<file path="src/rtl/hrc_regs.svh">
`ifndef HRC_REGS_SVH
`define HRC_REGS_SVH

`define HRC_PHASE_W       2
`define HRC_PHASE_SAMPLE  2'h0
`define HRC_PHASE_LAST    2'h3
`define HRC_PHASE_TRUNC   2'h2
`define HRC_OSC_PER_CYC   2
`define HRC_CLK_NS        40
`define HRC_PC_W          13
`define HRC_PC_RESET      13'h0000
`define HRC_AR_RESET      13'h0000

`endif

</file>
<file path="src/rtl/hrc_pkg.sv">
package hrc_pkg;

    typedef enum logic [1:0]
    {
        HRC_RUN,
        HRC_HALTED,
        HRC_IN_RESET,
        HRC_RESUME
    } hrc_state_t;

    typedef struct packed
    {
        logic       cycle_start;
        logic [1:0] quarter;
        logic       osc_half;
    } hrc_timing_t;

    typedef struct packed
    {
        logic        exec_en;
        logic        load_ar;
        logic [12:0] ar_value;
        logic        load_pc;
        logic [12:0] pc_value;
    } hrc_exec_t;

endpackage

</file>
<file path="src/rtl/hrc_sync.sv">
`timescale 1ns/1ns
`default_nettype none
module hrc_sync
(
    input  wire logic clock,
    input  wire logic resetn,
    input  wire logic din,
    output var  logic dout
);
    logic [2:0] sh_reg;

    always_ff @(posedge clock or negedge resetn)
    begin
        if (!resetn)
            sh_reg <= 3'h7;
        else
            sh_reg <= {sh_reg[1:0], din};
    end

    // change accepted once stages two and three agree
    always_ff @(posedge clock or negedge resetn)
    begin
        if (!resetn)
            dout <= 1'b1;
        else if (sh_reg[1] == sh_reg[2])
            dout <= sh_reg[2];
    end
endmodule
`default_nettype wire

</file>
<file path="src/rtl/hrc_phase.sv">
`timescale 1ns/1ns
`default_nettype none
`include "hrc_regs.svh"
module hrc_phase
(
    input  wire logic                 clock,
    input  wire logic                 resetn,
    output var  hrc_pkg::hrc_timing_t timing
);
    logic [`HRC_PHASE_W-1:0] quarter_reg;

    always_ff @(posedge clock or negedge resetn)
    begin
        if (!resetn)
            quarter_reg <= `HRC_PHASE_SAMPLE;
        else
            quarter_reg <= quarter_reg + 2'h1;
    end

    always_comb
    begin
        timing.quarter     = quarter_reg;
        timing.cycle_start = (quarter_reg == `HRC_PHASE_SAMPLE);
        timing.osc_half    = quarter_reg[1];
    end
endmodule
`default_nettype wire

</file>
<file path="src/rtl/hrc_control.sv">
`timescale 1ns/1ns
`default_nettype none
`include "hrc_regs.svh"
module hrc_control
(
    input  wire logic                 clock,
    input  wire logic                 resetn,
    input  wire logic                 halt_n_pin,
    input  wire logic                 cpu_reset_n_pin,
    input  wire logic                 jump_req,
    input  wire logic [12:0]          jump_addr,
    input  wire logic [7:0]           data_in,
    output var  logic                 cycle_clk,
    output var  logic                 osc_pin_a,
    output var  logic                 osc_pin_b,
    output var  logic                 exec_en,
    output var  logic                 halted,
    output var  logic [12:0]          pc_out,
    output var  logic [12:0]          ar_out,
    output var  logic [7:0]           work_out
);
    hrc_pkg::hrc_timing_t timing;
    hrc_pkg::hrc_state_t  state_reg;
    hrc_pkg::hrc_state_t  state_next;
    logic                 halt_n_s;
    logic                 rst_n_s;
    logic [12:0]          pc_reg;
    logic [12:0]          ar_reg;
    logic [7:0]           work_reg;
    logic                 cycle_clk_reg;
    logic                 exec_cycle_reg;

    hrc_sync u_sync_halt
    (
        .clock  (clock),
        .resetn (resetn),
        .din    (halt_n_pin),
        .dout   (halt_n_s)
    );

    hrc_sync u_sync_rst
    (
        .clock  (clock),
        .resetn (resetn),
        .din    (cpu_reset_n_pin),
        .dout   (rst_n_s)
    );

    hrc_phase u_phase
    (
        .clock  (clock),
        .resetn (resetn),
        .timing (timing)
    );

    // oscillator view: two periods per cycle, one period per half cycle
    assign osc_pin_a = timing.quarter[0];
    assign osc_pin_b = ~timing.quarter[0];

    // decide the mode at cycle start; reset enters HRC_IN_RESET on any clock
    always_comb
    begin
        state_next = state_reg;
        if (!rst_n_s)
            state_next = hrc_hrc_reset();
        else if (timing.cycle_start)
        begin
            case (state_reg)
                hrc_pkg::HRC_IN_RESET:
                    state_next = hrc_pkg::HRC_RESUME;
                hrc_pkg::HRC_RESUME,
                hrc_pkg::HRC_RUN,
                hrc_pkg::HRC_HALTED:
                    state_next = halt_n_s ? hrc_pkg::HRC_RUN : hrc_pkg::HRC_HALTED;
                default:
                    state_next = hrc_pkg::HRC_RUN;
            endcase
        end
    end

    function automatic hrc_pkg::hrc_state_t hrc_hrc_reset();
        hrc_hrc_reset = hrc_pkg::HRC_IN_RESET;
    endfunction

    always_ff @(posedge clock or negedge resetn)
    begin
        if (!resetn)
            state_reg <= hrc_pkg::HRC_IN_RESET;
        else
            state_reg <= state_next;
    end

    // a cycle executes only if it started in run
    always_ff @(posedge clock or negedge resetn)
    begin
        if (!resetn)
            exec_cycle_reg <= 1'b0;
        else if (!rst_n_s)
            exec_cycle_reg <= 1'b0;
        else if (timing.cycle_start)
            exec_cycle_reg <= (state_next == hrc_pkg::HRC_RUN);
    end

    // cycle clock high in quarters 2..3, low while reset; may cut short
    always_ff @(posedge clock or negedge resetn)
    begin
        if (!resetn)
            cycle_clk_reg <= 1'b0;
        else if (!rst_n_s)
            cycle_clk_reg <= 1'b0;
        else if (state_reg == hrc_pkg::HRC_IN_RESET)
            cycle_clk_reg <= 1'b0;
        else
            cycle_clk_reg <= (timing.quarter == 2'h1) || (timing.quarter == `HRC_PHASE_TRUNC);
    end

    // pc and ar: cleared by reset, frozen when not executing
    always_ff @(posedge clock or negedge resetn)
    begin
        if (!resetn)
        begin
            pc_reg <= `HRC_PC_RESET;
            ar_reg <= `HRC_AR_RESET;
        end
        else if (!rst_n_s)
        begin
            pc_reg <= `HRC_PC_RESET;
            ar_reg <= `HRC_AR_RESET;
        end
        else if (exec_cycle_reg && timing.quarter == `HRC_PHASE_LAST)
        begin
            if (jump_req)
            begin
                pc_reg <= jump_addr;
                ar_reg <= jump_addr;
            end
            else
            begin
                pc_reg <= pc_reg + 13'h0001;
                ar_reg <= pc_reg + 13'h0001;
            end
        end
    end

    // working register: untouched by reset of the core, frozen by halt
    always_ff @(posedge clock)
    begin
        if (exec_cycle_reg && timing.quarter == `HRC_PHASE_LAST)
            work_reg <= data_in;
    end

    assign cycle_clk = cycle_clk_reg;
    assign exec_en   = exec_cycle_reg;
    assign halted    = (state_reg == hrc_pkg::HRC_HALTED);
    assign pc_out    = pc_reg;
    assign ar_out    = ar_reg;
    assign work_out  = work_reg;

    // reset holds counters at zero
    chk_reset_clears_pc: assert property (@(posedge clock) disable iff (!resetn)
        !rst_n_s |=> (pc_reg == 13'h0000 && ar_reg == 13'h0000))
        else $error("pc or ar not cleared during reset");

    chk_reset_no_clock: assert property (@(posedge clock) disable iff (!resetn)
        !rst_n_s |=> !cycle_clk)
        else $error("cycle clock pulsed during reset");

    chk_halt_holds_pc: assert property (@(posedge clock) disable iff (!resetn)
        (halted && rst_n_s && $past(halted)) |=> $stable(pc_reg) or !rst_n_s)
        else $error("pc changed while halted");

    chk_halt_clock_runs: assert property (@(posedge clock) disable iff (!resetn)
        (halted && rst_n_s) [*4] |-> (cycle_clk || $past(cycle_clk) || $past(cycle_clk, 2)))
        else $error("cycle clock stopped while halted");

    chk_state_change_start: assert property (@(posedge clock) disable iff (!resetn)
        (rst_n_s && $past(rst_n_s) && $changed(exec_cycle_reg)) |-> $past(timing.cycle_start))
        else $error("execution mode changed mid cycle");

    chk_halt_stops_next: assert property (@(posedge clock) disable iff (!resetn)
        (timing.cycle_start && !halt_n_s && rst_n_s) |=> !exec_cycle_reg)
        else $error("cycle executed despite halt");

    chk_resume_pulse: assert property (@(posedge clock) disable iff (!resetn)
        (state_reg == hrc_pkg::HRC_RESUME) |-> !exec_cycle_reg)
        else $error("execution before post-reset pulse");

    chk_run_resume: assert property (@(posedge clock) disable iff (!resetn)
        (timing.cycle_start && halt_n_s && rst_n_s && halted) |=> exec_cycle_reg)
        else $error("no resume after halt release");

    chk_phase_wrap: assert property (@(posedge clock) disable iff (!resetn)
        timing.quarter == `HRC_PHASE_LAST |=> timing.cycle_start)
        else $error("phase counter out of order");

    // the post-reset cycle must show its clock pulse before execution
    chk_resume_clock: assert property (@(posedge clock) disable iff (!resetn)
        (state_reg == hrc_pkg::HRC_RESUME && timing.quarter == `HRC_PHASE_LAST) |-> cycle_clk)
        else $error("no cycle clock pulse after reset release");

    chk_osc_toggle: assert property (@(posedge clock) disable iff (!resetn)
        1'b1 |=> (osc_pin_a != $past(osc_pin_a)))
        else $error("oscillator view did not toggle");

    chk_halt_no_exec: assert property (@(posedge clock) disable iff (!resetn)
        halted |-> !exec_cycle_reg)
        else $error("execution while halted");

    cov_halt: cover property (@(posedge clock) disable iff (!resetn) $rose(halted));
    cov_resume: cover property (@(posedge clock) disable iff (!resetn) $fell(halted));
    cov_reset: cover property (@(posedge clock) disable iff (!resetn)
        state_reg == hrc_pkg::HRC_RESUME ##1 cycle_clk);
endmodule
`default_nettype wire

</file>
<file path="config.mk">
export PLATFORM = sky130hd
export DESIGN_NAME = hrc_control
export DESIGN_NICKNAME = d
export VERILOG_FILES = /design/src/rtl/hrc_pkg.sv /design/src/rtl/hrc_sync.sv /design/src/rtl/hrc_phase.sv /design/src/rtl/hrc_control.sv
export VERILOG_INCLUDE_DIRS = /design/src /design/src/rtl
export SDC_FILE = /design/constraint.sdc
export NUM_CORES = 1
export LEC_CHECK = 0
export BUFFER_PORTS_ARGS = -buffer_cell sky130_fd_sc_hd__buf_4
export CAP_MARGIN = 15
export CORE_ASPECT_RATIO = 1.4
export CORE_MARGIN = 2
export CORE_UTILIZATION = 40
export CTS_CLUSTER_DIAMETER = 120
export DETAILED_ROUTE_END_ITERATION = 7
export PLACE_DENSITY = 0.73
export SLEW_MARGIN = 20
export SYNTH_ARGS = -nofsm -noshare
export SYNTH_HDL_FRONTEND = slang
export SYNTH_SLANG_ARGS = --single-unit
</file>
<file path="constraint.sdc">
create_clock -name clock -period 4.9 [get_ports clock]
set_clock_uncertainty 0.15 [all_clocks]
set_input_delay 0.98 -clock clock [delete_from_list [all_inputs] [get_ports clock]]
set_output_delay 0.98 -clock clock [all_outputs]
set_load 0.02 [all_outputs]
</file>
Yosys cells after proc, flatten, opt, wreduce, memory -nomap -nowiden
Cells that the tools add are included.
- add/subtract/negate cells: 2
- eq/ne operators: 10
- muxes and demuxes: 11
- bitwise gates (word level): 1
- reductions and logical operators: 6
- operators with widths (cell ; number):
    $mux 13 ; 3
    $add 13x1->13 const B ; 1
    $eq 2x2->1 const B ; 4
    $logic_not 2->1 ; 3
    $mux 1 ; 5
    $eq 2x1->1 const B ; 2
    $mux 2 ; 2
    $ne 2x2->1 const B ; 2
    $pmux 2 s2 ; 1
    $reduce_or 3->1 ; 1
    $add 2x1->2 const B ; 1
    $eq 1x1->1 ; 2
    $logic_and 1x1->1 ; 1
    $logic_or 1x1->1 ; 1
    $not 1->1 ; 1
- flip-flop bits (word level): 35
- bits of input ports: 26
- output and inout port bits: 39
- word-level logic and storage cells: 40

Depth between registers and ports, before layout
- depth after elaboration: 8
- mapped depth: 7
- depth with buffers taken out: 6

By module
Synthesis repeated with hierarchy kept, for this count alone.
- cell total of the unflattened synthesis: 163
- area, all modules: 1745.4 µm²
- by module, submodules not included (module ; instances ; cells an instance ; area an instance (µm²) ; seq. area each (µm²)):
    hrc_control ; 1 ; 147 ; 1435.1 ; 666.9
    hrc_sync ; 2 ; 5 ; 116.4 ; 105.1
    hrc_phase ; 1 ; 6 ; 77.6 ; 50.0

Least setup slack after synthesis
Ideal clock, no wire load.
- path type: in2reg
- start point: in jump_req
- end point: reg ar_reg[3] (netlist: ar_out[3])
- library setup time: 132 ps
- arrival time: 1711 ps
- data required time: 4618 ps
- slack: 2907 ps
- stages: 5
- path buffers: 2
- cell sequence: buf_2 -> buf_1 -> o21ai_0 -> a22oi_1 -> nor2_1
- cells in the longest elaborated chain, start to end: 3
- RTL lines (item ; line ; text):
    start: declaration ; hrc_control.sv:10 ; input wire logic jump_req,
    $mux 13 ; hrc_control.sv:132 ; if (jump_req)
    $mux 13 ; hrc_control.sv:130 ; else if (exec_cycle_reg && timing.quarter == `HRC_PHASE_LAST)
    $mux 13 ; hrc_control.sv:125 ; else if (!rst_n_s)
    end signal: assignment ; hrc_control.sv:123 ; ar_reg <= `HRC_AR_RESET;
    end signal: assignment ; hrc_control.sv:128 ; ar_reg <= `HRC_AR_RESET;
    end signal: assignment ; hrc_control.sv:135 ; ar_reg <= jump_addr;
    end: declaration ; hrc_control.sv:28 ; logic [12:0] ar_reg;
Every way passes these cells. The select of a mux whose other input is x is not followed.
A chain may end at the register's enable or synchronous reset.

Worst setup path after layout
- start point: reg u_phase.quarter_reg[0]
- end point: reg ar_reg[9] (netlist: ar_out[9])
- cells in the longest elaborated chain, start to end: 3
- RTL lines (item ; line ; text):
    start: declaration ; hrc_phase.sv:10 ; logic [`HRC_PHASE_W-1:0] quarter_reg;
    start signal: assignment ; hrc_phase.sv:15 ; quarter_reg <= `HRC_PHASE_SAMPLE;
    start signal: assignment ; hrc_phase.sv:17 ; quarter_reg <= quarter_reg + 2'h1;
    $eq 2x2->1 (no line) ; -- ;
    $logic_and 1x1->1 (no line) ; -- ;
    $ne 2x2->1 (no line) ; -- ;
Every way passes these cells.

==> summary.md <==
| Metric | Value |
|---|---|
| Top-area cell type share of the netlist area | 26.2% |
| Leakage | 0.00102 uW |
| Part of the cycle the worst path needs | 48.3% |
| Sequential share of the synthesized area | 54.0% |
| Final hold violations | 0 |
| DIE AREA | 4840 um^2 |
| Initial DRC count | 39 |
| FF+latch area | 927 um^2 |
| First-pass GRT wire length | 5840 um |
| Via density | 5.32 |
| Cells after Synth | 161 |
| H-tree levels | 2 |
| Clock tree from TritonCTS | done |
| FF-to-FF setup slack | 2.53 ns |
| Area Growth Syn to Fin | 28.6% |
| Hold Crit Class | reg -> reg |
| CP most frequent cell | nand2_1 |
| Syn_nets | 190 |
| Clock Latency Late Sink | 0.28 ns |
| Total power | 544 uW |
| Setup crit start kind | flip-flop |
| Final GP Congestion | 0.825 |
| Hold Path Stages | 0 |
| CP endpoint kind | flip-flop |
| Clock root cell | clkbuf_8 |
| Largest net degree at the start of global routing | 30 |
| Area of the multi-input gates | 628 um^2 |
| Initial antenna violation count | 0 |
| RR Endpoint | ar_out[9] |
| # IOs | 65 |
| Number of max-cap violations | 0 |
| # clock sinks | 35 |
| Worst flop-to-flop path startpoint | u_phase.quarter_reg[0] |
| Top FF cell, synth | dfrtp_1 |
| Number of remaining DRC errors | 0 |
| Maximum VDD drop | 0.212 mV |
| Critical-path top delay cell | inv_1 |
| Die H | 81.5 um |
| Crit Path Class | reg -> reg |
| # hold bufs at CTS | 0 |
| Most frequent cells after synthesis | dfrtp_1, a21oi_1, buf_4, nand2_1, nor2_1 |
| PortBufs | 64 |
| Post-CTS setup buffer count | 0 |
| Fin area | 2210 um^2 |
| Power Dens Cells | 247 nW/um^2 |
| Critical Path RT | 4.92 ns |
| RSZ-0062 raised after global routing | no |
| Ant diodes | 0 |
| Critical Path AT | 2.39 ns |
| Cts bufs inserted | 5 |
| Chip width | 59.4 um |
| WL final | 3630 um |
| Final Non-Filler Cells | 258 |
| CTS Buffer Depth | 2 |
| Max-slew violation count | 0 |
| FMAX | 422 MHz |
| Cell taking the most area after synthesis | dfrtp_1 |
| Cell area after placement | 2130 um^2 |
| # setup viols final | 0 |
| Routed len/inst | 14.1 um |
| Core box area | 4170 um^2 |
| Max FFs per register | 13 |
| Crit path from | u_phase.quarter_reg[0] |
| Post-layout min period | 2.37 ns |
| Via count | 1373 |
| CP cell instances | ha_1, nand2_1, inv_1, nand2_1, nor2_1, a311o_2 |
| Nets | 241 |
| Synth unique cells | 39 |
| Setup TNS | 0 ns |
| Top-count cell post-synth | dfrtp_1 |
| GRT overflow | 0 |
| Filler Cells Inserted | 378 |
| Clk slew on worst S/H paths | 0.06 ns |
| Post-synth EDFFs | 8 |
| CP top delay family | simple AND/OR/NAND/NOR gates |
| Status | completed |
| Largest stage delay on the critical path | 0.45 ns |
| Worst Hold Path EP | u_sync_halt.sh_reg[1] |
| Max-slew headroom | 58.3% |
| # resized after CTS | 0 |
| Dpl cells | 250 |
| Buf/Inv on CP | 1 |
| Main area contributors after synthesis | dfrtp_1, edfxtp_1, dfstp_2, buf_4, a21oi_1 |
| Avg Synthesized Cell Area | 10.7 um^2 |
| GRT Overall Usage | 15.9% |
| Cell Area, Synth | 1720 um^2 |
| Min-delay src | u_sync_halt.sh_reg[0] |
| Final core occ | 52.9% |
| Vias in the first global route | 1315 |
| Worst-Margin Slew | 0.625 ns |
| Worst reg2reg path depth | 6 |
| Fraction of layout cells with a size suffix above 1 | 40.8% |
| Initial core utilization | 41.2% |
| #FFs+latches synth | 35 |
| Row Count | 28 |
| Crit-path max FO | 19 |
| Ys async rst share | 77.1% |
| Warnings from Yosys | 0 |
| Post-route ant nets | 0 |
| Initial DRT Pass Iterations | 4 |
[metal layers]
layer,global-route usage [%],wire (um),vias to the layer above
li1,-,-,667
met1,17.5,1430,659
met2,28.4,1930,38
met3,4.09,199,9
met4,6.82,67,0
met5,0,0,-
[cell families (layout without fill, tap and decap cells)]
family | after synthesis | in the layout | share of synthesized area [%]
adders and majority gates | 5 | 5 | 3.35
AOI/OAI and AO/OA | 35 | 35 | 13.0
and+or+nand+nor | 53 | 53 | 18.1
muxes | 2 | 2 | 1.17
buffers and inverters | 29 | 81 | 9.40
xor gates and xnor gates | 2 | 2 | 1.02
DFF | 35 | 35 | 54.0
[metrics by stage]
| stage | hold WS (ns) | setup slack (ns) |
|---|---|---|
| floorplan | 0.195 | 2.91 |
| global placement | 0.196 | 2.61 |
| detailed placement | 0.198 | 2.54 |
| CTS | 0.208 | 2.53 |
| global route | 0.210 | 2.39 |
| finish | 0.206 | 2.53 |
[area by class of cell]
type                            count  area share [%]
Tap cell                           45            2.55
Timing Repair Buffer               64            21.8
Inverter                            9            1.53
Clock buffer                        7            3.46
Sequential cell                    35            42.0
Multi-Input combinational cell     97            28.5
Clock inverter                      1           0.227
[how the worst max path moves through the flow]
| stage | end | slack [ns] | cells past startpoint |
|---|---|---|---|
| 2_1_floorplan | ar_out[3] | 2.91 | 5 |
| 3_3_place_gp | ar_out[9] | 2.61 | 6 |
| 3_5_place_dp | ar_out[9] | 2.54 | 6 |
| 4_1_cts | ar_out[9] | 2.53 | 6 |
| 5_1_grt | ar_out[9] | 2.39 | 6 |
| 6_report | ar_out[9] | 2.53 | 6 |
[layout by cell type, fill, tap and decap left out, drive strengths merged, types with 2 or more instances in the layout]
cell    instances
nand2          13
maj3            2
a31oi           4
mux2i           2
nand4           2
and3            5
a22o            2
buf            64
clkbuf          7
nor4            4
a21oi          14
o22ai           4
inv             9
nor2           10
ha              3
o21ai           4
or2             2
nand3           7
edfxtp          8
dfrtp          18
xnor2           2
or3             2
nor3            5
dfstp           9
[power by group]
part / internal [uW] / switching (uW) / total [uW] / leakage [uW]
combinational: 18.9 / 17.9 / 36.8 / 0.000566
sequential: 307 / 5.55 / 313 / 0.000412
clock: 99.5 / 95.1 / 195 / 0.0000422
No activity file was read; power rests on OpenSTA's default activity.
